==> config.mk <==
export PLATFORM = sky130hd
export DESIGN_NAME = low_power_state_control
export DESIGN_NICKNAME = d
export VERILOG_FILES = /design/src/design/low_power_state_pkg.sv /design/src/design/request_sync.sv /design/src/design/low_power_state_control.sv
export SDC_FILE = /design/constraint.sdc
export NUM_CORES = 1
export LEC_CHECK = 0
export ABC_CLOCK_PERIOD_IN_PS = 3630
export BUFFER_PORTS_ARGS = -buffer_cell sky130_fd_sc_hd__buf_4
export CELL_PAD_IN_SITES_DETAIL_PLACEMENT = 1
export CELL_PAD_IN_SITES_GLOBAL_PLACEMENT = 2
export CORE_ASPECT_RATIO = 1.1
export CORE_UTILIZATION = 31
export DETAILED_ROUTE_END_ITERATION = 6
export PLACE_DENSITY_LB_ADDON = 0.1
export SLEW_MARGIN = 20
export SYNTH_ARGS = -nofsm -noshare
export SYNTH_HDL_FRONTEND = slang
export SYNTH_HIERARCHICAL = 1
export SYNTH_SLANG_ARGS = --single-unit
==> constraint.sdc <==
create_clock -name ref_clk -period 3.63 [get_ports ref_clk]
set_input_delay 0.1815 -clock ref_clk [delete_from_list [all_inputs] [get_ports ref_clk]]
set_output_delay 0.1815 -clock ref_clk [all_outputs]
set_load 0.01 [all_outputs]
==> src/design/low_power_state_pkg.sv <==
// Constants and state type of the low-power state controller.
// Assumes a single 200 MHz clock domain and a synchronous reset.
`default_nettype none
package low_power_state_pkg;
    // ***************************************************
    // States
    // ***************************************************
    typedef enum logic [2:0] {
        RUNNING,
        HALT_ENTRY,
        CORE_HALT,
        SLEEP,
        DEEP_SLEEP
    } power_state_t;

    // ***************************************************
    // Synchroniser and acknowledge
    // ***************************************************
    localparam int SYNC_STAGES = 3;
    localparam logic [2:0] SYNC_RESET = 3'h7;
    localparam int ACK_CYCLES = 1;
    localparam logic [7:0] ACK_CODE = 8'h01;
    localparam logic [7:0] ACK_IDLE = 8'h00;
endpackage
`default_nettype wire

==> src/design/request_sync.sv <==
// Three-stage synchroniser with agreement filter for one active-low pin.
// Assumes the pin is asynchronous to ref_clk; idle level is high.
`default_nettype none
module request_sync (
    // Clock and reset
    input wire logic ref_clk,
    input wire logic reset,
    // Pin and clean level
    input wire logic pin_n,
    output logic level_n
);
    logic [2:0] stage;
    wire agree = (stage[1] == stage[2]);

    always_ff @(posedge ref_clk) begin
        if (reset) begin
            stage <= low_power_state_pkg::SYNC_RESET;
        end else begin
            stage <= {stage[1:0], pin_n};
        end
    end

    // Level moves only when stages two and three agree
    always_ff @(posedge ref_clk) begin
        if (reset) begin
            level_n <= 1'b1;
        end else if (agree) begin
            level_n <= stage[2];
        end
    end
endmodule
`default_nettype wire

==> src/design/low_power_state_control.sv <==
// Low-power state controller: running, core halt, sleep and deep sleep.
// Assumes the platform controller drives the three request pins
// asynchronously; the bus clock is outside and is never gated here.
`default_nettype none
module low_power_state_control (
    // Clock and reset
    input wire logic ref_clk,
    input wire logic reset,
    // Request pins from platform controller
    input wire logic clock_halt_request_n,
    input wire logic sleep_request_n,
    input wire logic deep_sleep_request_n,
    // Clock gates
    output logic core_clock_en,
    output logic bus_unit_clock_en,
    output logic interrupt_controller_unit_clock_en,
    output logic pll_run,
    // Service enables
    output logic snoop_en,
    output logic interrupt_en,
    output logic execute_en,
    // Acknowledge transaction on the system bus
    output logic ack_valid,
    output logic [7:0] ack_code,
    // State for observation
    output logic [2:0] power_state
);
    // ***************************************************
    // Synchronisers
    // ***************************************************
    logic halt_n;
    logic sleep_n;
    logic deep_n;

    request_sync halt_sync (
        .ref_clk(ref_clk),
        .reset(reset),
        .pin_n(clock_halt_request_n),
        .level_n(halt_n)
    );
    request_sync sleep_sync (
        .ref_clk(ref_clk),
        .reset(reset),
        .pin_n(sleep_request_n),
        .level_n(sleep_n)
    );
    request_sync deep_sync (
        .ref_clk(ref_clk),
        .reset(reset),
        .pin_n(deep_sleep_request_n),
        .level_n(deep_n)
    );

    // ***************************************************
    // State machine
    // ***************************************************
    low_power_state_pkg::power_state_t state;
    low_power_state_pkg::power_state_t next_state;

    always_comb begin
        next_state = state;
        case (state)
            low_power_state_pkg::RUNNING: begin
                if (!halt_n) next_state = low_power_state_pkg::HALT_ENTRY;
            end
            low_power_state_pkg::HALT_ENTRY: begin
                next_state = low_power_state_pkg::CORE_HALT;
            end
            low_power_state_pkg::CORE_HALT: begin
                if (!sleep_n) next_state = low_power_state_pkg::SLEEP;
                else if (halt_n) next_state = low_power_state_pkg::RUNNING;
            end
            low_power_state_pkg::SLEEP: begin
                // Halt pin is ignored here
                if (!deep_n) next_state = low_power_state_pkg::DEEP_SLEEP;
                else if (sleep_n) next_state = low_power_state_pkg::CORE_HALT;
            end
            low_power_state_pkg::DEEP_SLEEP: begin
                if (deep_n) next_state = low_power_state_pkg::SLEEP;
            end
            default: next_state = low_power_state_pkg::RUNNING;
        endcase
    end

    always_ff @(posedge ref_clk) begin
        if (reset) begin
            state <= low_power_state_pkg::RUNNING;
        end else begin
            state <= next_state;
        end
    end

    // ***************************************************
    // Output decode of the next state
    // ***************************************************
    wire next_run = (next_state == low_power_state_pkg::RUNNING);
    wire next_halt = (next_state == low_power_state_pkg::HALT_ENTRY) ||
        (next_state == low_power_state_pkg::CORE_HALT);
    wire next_deep = (next_state == low_power_state_pkg::DEEP_SLEEP);
    wire next_ack = (next_state == low_power_state_pkg::HALT_ENTRY);
    wire next_awake = next_run || next_halt;

    always_ff @(posedge ref_clk) begin
        if (reset) begin
            core_clock_en <= 1'b1;
            bus_unit_clock_en <= 1'b1;
            interrupt_controller_unit_clock_en <= 1'b1;
            pll_run <= 1'b1;
            snoop_en <= 1'b1;
            interrupt_en <= 1'b1;
            execute_en <= 1'b1;
            ack_valid <= 1'b0;
            ack_code <= low_power_state_pkg::ACK_IDLE;
            power_state <= 3'h0;
        end else begin
            core_clock_en <= next_run;
            bus_unit_clock_en <= next_awake;
            interrupt_controller_unit_clock_en <= next_awake;
            pll_run <= !next_deep;
            snoop_en <= next_awake;
            interrupt_en <= next_awake;
            execute_en <= next_run;
            ack_valid <= next_ack;
            ack_code <= next_ack ? low_power_state_pkg::ACK_CODE
                                 : low_power_state_pkg::ACK_IDLE;
            power_state <= next_state;
        end
    end
endmodule
`default_nettype wire

# == Word-level counts from Yosys, hierarchy flattened ==
# Cells that the tools add are included.
# totals
register_bits,27
out_inout_bits,19
word_cells,35
# op_classes
n_eq_ne,10
muxes,8
reduce_logical,5
# op_table
op,n
$mux 3,6
$pmux 3 s5,1
$eq 3x2->1 const B,3
$eq 3x1->1 const B,2
$eq 3x3->1 const B,2
$logic_not 3->1,2
$eq 1x1->1,3
$logic_or 1x1->1,2
$logic_not 1->1,1
$mux 1,1

# == Longest topological paths before layout ==
# Gate-level depths: netlist (run 1).
# logic_depth
word_depth,6
ltp_mapped,4
ltp_nobuf,4

# == Cells and area by module ==
# Netlist (run 1), hierarchy kept.
# by_module_without_submodules
module,n_inst,cells_each,area_each_um2,seq_area_each_um2
low_power_state_control,1,42,395.4,140.1
request_sync,3,10,115.1,80.1

# == Worst setup path before layout (run 1) ==
# No wires, ideal clock.
# synth_timing
path_type,register to register
start,"reg, netlist name power_state[1]"
end,reg ack_valid
setup_ns,0.073
arrival_time_ns,1.208
required_time_ns,3.557
path_slack_ns,2.350
path_stages_with_launch,4
path_buffers,0
period_less_slack_ns,1.280
path_cell_list,dfxtp_1 -> mux2_4 -> o31ai_2 -> nor3b_2
# synth_lines
item,line_no,rtl
"end signal, assigned",low_power_state_control.sv:123,ack_valid <= next_ack;
"end, declared",low_power_state_control.sv:23,"output logic ack_valid,"

==> flow_summary.json, run 1 <==
{
  "outcome": "completed",
  "dp_hpwl_um": 796,
  "cp-start-kind": "flip-flop",
  "power.switching_mw": 0.0657,
  "cts_buffer_depth": 2,
  "critical_path.max_stage_delay_ns": 0.49,
  "antenna_found_initial": 0,
  "clkPwrFrac_pct": 30.4,
  "viasPerCell": 4.26,
  "drc": 0,
  "fin_cells": 116,
  "worstPathCellList": "mux2_4 > o31ai_2 > nor3b_2",
  "setup_tns_ns": 0,
  "fin_skew_ns": 0.00290,
  "clk_pin_slew_ns": 0.10,
  "ir_drop_v": 0.000213,
  "ys_types": 20,
  "cp_slowest_cell": "dfxtp_1",
  "grtUsageTotal_pct": 9.16,
  "layout_common_cells": "19 x dfxtp_1, 16 x buf_4, 9 x or2_1, 7 x conb_1, 6 x a21oi_1",
  "cts_resized": 0,
  "core_um2": 2250,
  "grt-ovfl-total": 0,
  "cts_tree": "done",
  "placementRows": 18,
  "final_antenna_net_count": 0,
  "finalHoldViolCount": 0,
  "clock_sinks": 19,
  "p_leak_nw": 0.360,
  "timing.final.crit_share_pct": 36.9,
  "die_h_um": 53.3,
  "grt_pass1_wl_mm": 1.77,
  "io_pins": 24,
  "insertion_delay_ns": 0.28,
  "cts_root_buffer": "clkbuf_4",
  "initial_utilization_pct": 32.9,
  "port-buffer-count": 16,
  "pwr-share-seq_pct": 65.6,
  "required_ns": 3.85,
  "first_pass_iters": 4,
  "dieArea_um2": 2590,
  "fmax_ghz": 0.746,
  "cts_max_level": 1,
  "antenna_cells": 0,
  "grt_max_degree": 17,
  "power_frac_comb_pct": 3.9,
  "endpoint_kind": "flip-flop",
  "final_util_pct": 38.1,
  "grt_pass1_vias": 422,
  "period_minus_slack_ns": 1.34,
  "ys_seq_elements": 19,
  "arrival_ns": 1.56,
  "synth_cells": 72,
  "cts_inserted_buffers": 3,
  "hold_class": "in2reg",
  "drive_gt1_share_pct": 29.1,
  "setup_viol": 0,
  "die_x_um": 48.6,
  "place_congestion": 0.774,
  "wl_mm": 1.08,
  "nets": 92,
  "path_max_fanout": 7,
  "ys_seq_area_share_pct": 51.4,
  "r2r_setup_slack_ns": 2.29,
  "rsz0062_at_grt": "no",
  "cts_setup_buffers": 0,
  "routed-via-count": 494,
  "final_common_cell": "dfxtp_1",
  "critical_path_class": "reg2reg",
  "maxCapViolCount": 0,
  "swShare_pct": 20.1,
  "yosys_warnings": 6,
  "place_inst": 112,
  "drt-initial-drc-count": 1,
  "power.density_nw_per_um2": 381,
  "area.growth.synth_to_final_pct": 15.7,
  "maxSlewViolCount": 0,
  "syn-cell-area_um2": 741,
  "synth.avg_cell_area_um2": 10.3,
  "internal_power_mw": 0.261,
  "cts.hold.buffers_added": 0,
  "wl_per_cell_um": 9.32
}
[state kept, by name, summed over array words and instances, names as in the netlist]
signal / flops
pll_run: 1
halt_sync/level_n: 1
ack_valid: 1
deep_sync/level_n: 1
sleep_sync/stage: 3
deep_sync/stage: 3
interrupt_en: 1
execute_en: 1
sleep_sync/level_n: 1
halt_sync/stage: 3
power_state: 3
[metrics by stage]
step                worst slack, ns  instance area, um^2  hold WS, ns  power [mW]
CTS                            2.28                  857       0.0621       0.334
finish                         2.29                  857       0.0721       0.327
detailed placement             2.30                  831        0.367       0.232
floorplan                      2.35                  763        0.251       0.231
global placement               2.33                  831        0.360       0.232
global route                   2.20                  857       0.0507       0.346
[final timing paths]
kind / start / endpoint / depth (start not counted)
worst max-delay path: power_state[1] / ack_valid / 3
worst min-delay path: clock_halt_request_n / halt_sync/stage[0] / 2
worst max register to register: power_state[1] / ack_valid / 3
worst min register to register: deep_sync/stage[0] / deep_sync/stage[1] / 1
[critical path, delay by kind of cell (launching register included)]
| kind | cells | cell delay, ns |
|---|---|---|
| DFF | 1 | 0.49 |
| muxes | 1 | 0.33 |
| AOI/OAI and AO/OA | 1 | 0.25 |
| and+or+nand+nor | 1 | 0.20 |
[cell type report]
class	instances	area, um^2
Clock buffer	4	26.3
Fill cell	284	1400
Inverter	2	7.51
Multi-Input combinational cell	45	285
Sequential cell	19	380
Tap cell	30	37.5
Timing Repair Buffer	16	120
[synthesized netlist by cell type]
library cell	n	share of area (%)
o21a_1	1	1.0
a21oi_1	6	4.1
and2_2	1	1.0
or2_1	9	7.6
nor3_2	1	1.4
buf_4	12	12
nor3b_1	1	1.0
mux2i_1	1	1.4
o21ai_0	3	2.0
mux2_4	1	2.0
o211ai_1	1	1.0
nor2b_1	1	0.85
nor3b_2	2	3.4
o21bai_1	4	4.1
dfxtp_1	19	51
nor2_1	4	2.0
nand2_1	1	0.51
inv_1	2	1.0
conb_1	1	0.51
o31ai_2	1	1.7
[routing by layer]
layer / wire length [um] / global-route usage [%] / part of all wire, %
met1: 518 / 10.9 / 48
met2: 488 / 15.0 / 45
met3: 59 / 2.01 / 5.5
met4: 14 / 5.88 / 1.3
met5: 0 / 0 / 0
[power groups by stage]
stage / Sequential, mW / Clock, mW / Combinational, mW
finish: 0.214 / 0.0994 / 0.0128
global route: 0.215 / 0.117 / 0.0143
CTS: 0.214 / 0.106 / 0.0131
detailed placement: 0.219 / 0 / 0.0130
global placement: 0.219 / 0 / 0.0128
floorplan: 0.219 / 0 / 0.0126
[cell families after synthesis]
group / count (synthesis) / share of synthesized area, %
other: 1 / 0.506
AND/OR/NAND/NOR: 20 / 17.7
multiplexers: 2 / 3.38
flip-flops: 19 / 51.4
buffers and inverters: 14 / 13.2
AO/OA/AOI/OAI: 16 / 13.9
Note: power is estimated with default switching activity, not from simulation.
==> run 2, diff against run 1 <==
Settings changed: ABC_CLOCK_PERIOD_IN_PS 3630 to 1300, CORE_UTILIZATION 31 to 28.
Clock period 3.63 ns to 1.3 ns, I/O delays scaled along.
==> run 2 against run 1 <==
  * Via count up 4.7%
  * Routed wire length rose by 15%
  * Cell area grew 8.5%
  * Setup slack got worse by 2.2 ns
  * Combinational power increased to 3.4 times the previous value
  * First-iteration DRC count rose to 5.0 times the previous value
  * Highest routed layer unchanged
==> flow_summary.json, run 2 (same netlist as run 1, synthesis figures left out) <==
{
  "port-buffer-count": 16,
  "place_congestion": 0.704,
  "swShare_pct": 22.0,
  "drc": 0,
  "dieArea_um2": 2860,
  "timing.rr.start": "power_state[2]",
  "power.density_nw_per_um2": 1010,
  "routed-via-count": 517,
  "required_ns": 1.49,
  "cts_root_buffer": "clkbuf_4",
  "r2r_setup_slack_ns": 0.11,
  "wl_mm": 1.24,
  "critical_path_class": "reg2reg",
  "clk_pin_slew_ns": 0.11,
  "clkPwrFrac_pct": 31.4,
  "layout_common_cells": "19 x buf_4, 17 x dfxtp_1, 9 x or2_1, 7 x conb_1, 6 x a21oi_1",
  "pwr-share-seq_pct": 63.9,
  "cts_inserted_buffers": 3,
  "route.met2.wl_um": 612,
  "antenna_found_initial": 0,
  "ir_drop_v": 0.000702,
  "cts_buffer_depth": 2,
  "area.growth.synth_to_final_pct": 25.5,
  "grt-ovfl-total": 0,
  "core_um2": 2500,
  "antenna_cells": 0,
  "grt_pass1_wl_mm": 2.10,
  "maxSlewViolCount": 0,
  "setup_tns_ns": 0,
  "die_h_um": 55.9,
  "initial_utilization_pct": 29.7,
  "outcome": "completed",
  "drive_gt1_share_pct": 33.7,
  "min-delay-start": "reset",
  "highest_layer": "met4",
  "drt-initial-drc-count": 5,
  "io_pins": 24,
  "grt_pass1_vias": 517,
  "worstReg2RegEnd": "power_state[0]",
  "final_antenna_net_count": 0,
  "grtUsageTotal_pct": 10.1,
  "endpoint_kind": "flip-flop",
  "first_pass_iters": 4,
  "cts_tree": "done",
  "grt_max_degree": 17,
  "min_path_cells": 2,
  "hold_class": "in2reg",
  "wl_met3_um": 55,
  "wl_per_cell_um": 10.1,
  "die_x_um": 51.0,
  "wl_met1_um": 555,
  "timing.final.crit_share_pct": 91.7,
  "cts_max_level": 1,
  "viasPerCell": 4.20,
  "hold-worst-slack_ns": 0.0399,
  "r2r_cells": 4,
  "fin_skew_ns": 0.00910,
  "arrival_ns": 1.38,
  "hold_end": "power_state[1]",
  "internal_power_mw": 0.730,
  "fmax_ghz": 0.839,
  "insertion_delay_ns": 0.30,
  "path_max_fanout": 5,
  "maxCapViolCount": 0,
  "setup_viol": 0,
  "finalHoldViolCount": 0,
  "p_leak_nw": 0.391,
  "dp_hpwl_um": 883,
  "nets": 98,
  "placementRows": 19,
  "power_frac_comb_pct": 4.7,
  "clock_sinks": 19,
  "cts_setup_buffers": 0,
  "cp-start-kind": "flip-flop",
  "power.switching_mw": 0.206,
  "final_common_cell": "buf_4",
  "period_minus_slack_ns": 1.19
}
## run 2: cell count changes in the layout (fill, tap and decap cells not counted), sizes merged
cell,change
clkinv,+1
dlygate4sd3,+3
buf,+3
clkbuf,-1
## run 2: timing repair
item	CTS	global route
gates resized for setup	1	4
setup endpoints to repair	1	3
hold buffers	3	0
endpoints found under the hold margin	3	0
## run 2: worst max-delay path, stage by stage (launching register included)
cell and delay, ns:
dfxtp_1 0.36, nor3b_4 0.17, o21ai_1 0.23, o31ai_4 0.12, and2_2 0.20
## run 2: worst max-delay path by stage
stage | startpoint | endpoint | cells past startpoint
3_5_place_dp | power_state[1] | ack_valid | 3
3_3_place_gp | power_state[1] | ack_valid | 3
2_1_floorplan | power_state[1] | ack_valid | 3
5_1_grt | power_state[2] | interrupt_en | 4
4_1_cts | power_state[1] | ack_valid | 3
6_report | power_state[2] | power_state[0] | 4
## run 2: metal layers
| metal | up-vias | track usage (%) |
|---|---|---|
| met4 | 0 | 7.14 |
| li1 | 258 | - |
| met3 | 2 | 1.64 |
| met1 | 241 | 10.8 |
| met5 | - | 0 |
| met2 | 16 | 17.3 |
## run 2: layout make-up
| cell class | count | area (um^2) |
|---|---|---|
| fillers | 302 | 1570 |
| flip-flops and latches | 19 | 383 |
| multi-input cells | 45 | 300 |
| repair buffers | 22 | 173 |
| well taps | 31 | 38.8 |
| clock buffers | 3 | 22.5 |
| inverters | 2 | 7.51 |
| clock inverters | 1 | 5.00 |
## run 2: metrics by stage
step                      setup slack (ns)  power (mW)  instance area, um^2  utilization, %  cells
final                                0.108       0.936                  930            37.2    123
after global routing              -0.00692       0.993                  930            37.2    123
after CTS                           0.0533       0.963                  913            36.6    123
after detailed placement           0.00497       0.649                  855            34.2    116
after global placement              0.0379       0.648                  855            34.2    116
after floorplan                     0.0199       0.646                  763               -     78
## run 2: power groups by stage
| stage | combinational (mW) | clock, mW | sequential [mW] |
|---|---|---|---|
| detailed placement | 0.0369 | 0 | 0.612 |
| CTS | 0.0442 | 0.320 | 0.599 |
| floorplan | 0.0353 | 0 | 0.611 |
| global placement | 0.0361 | 0 | 0.611 |
| finish | 0.0438 | 0.294 | 0.599 |
| global route | 0.0501 | 0.342 | 0.601 |
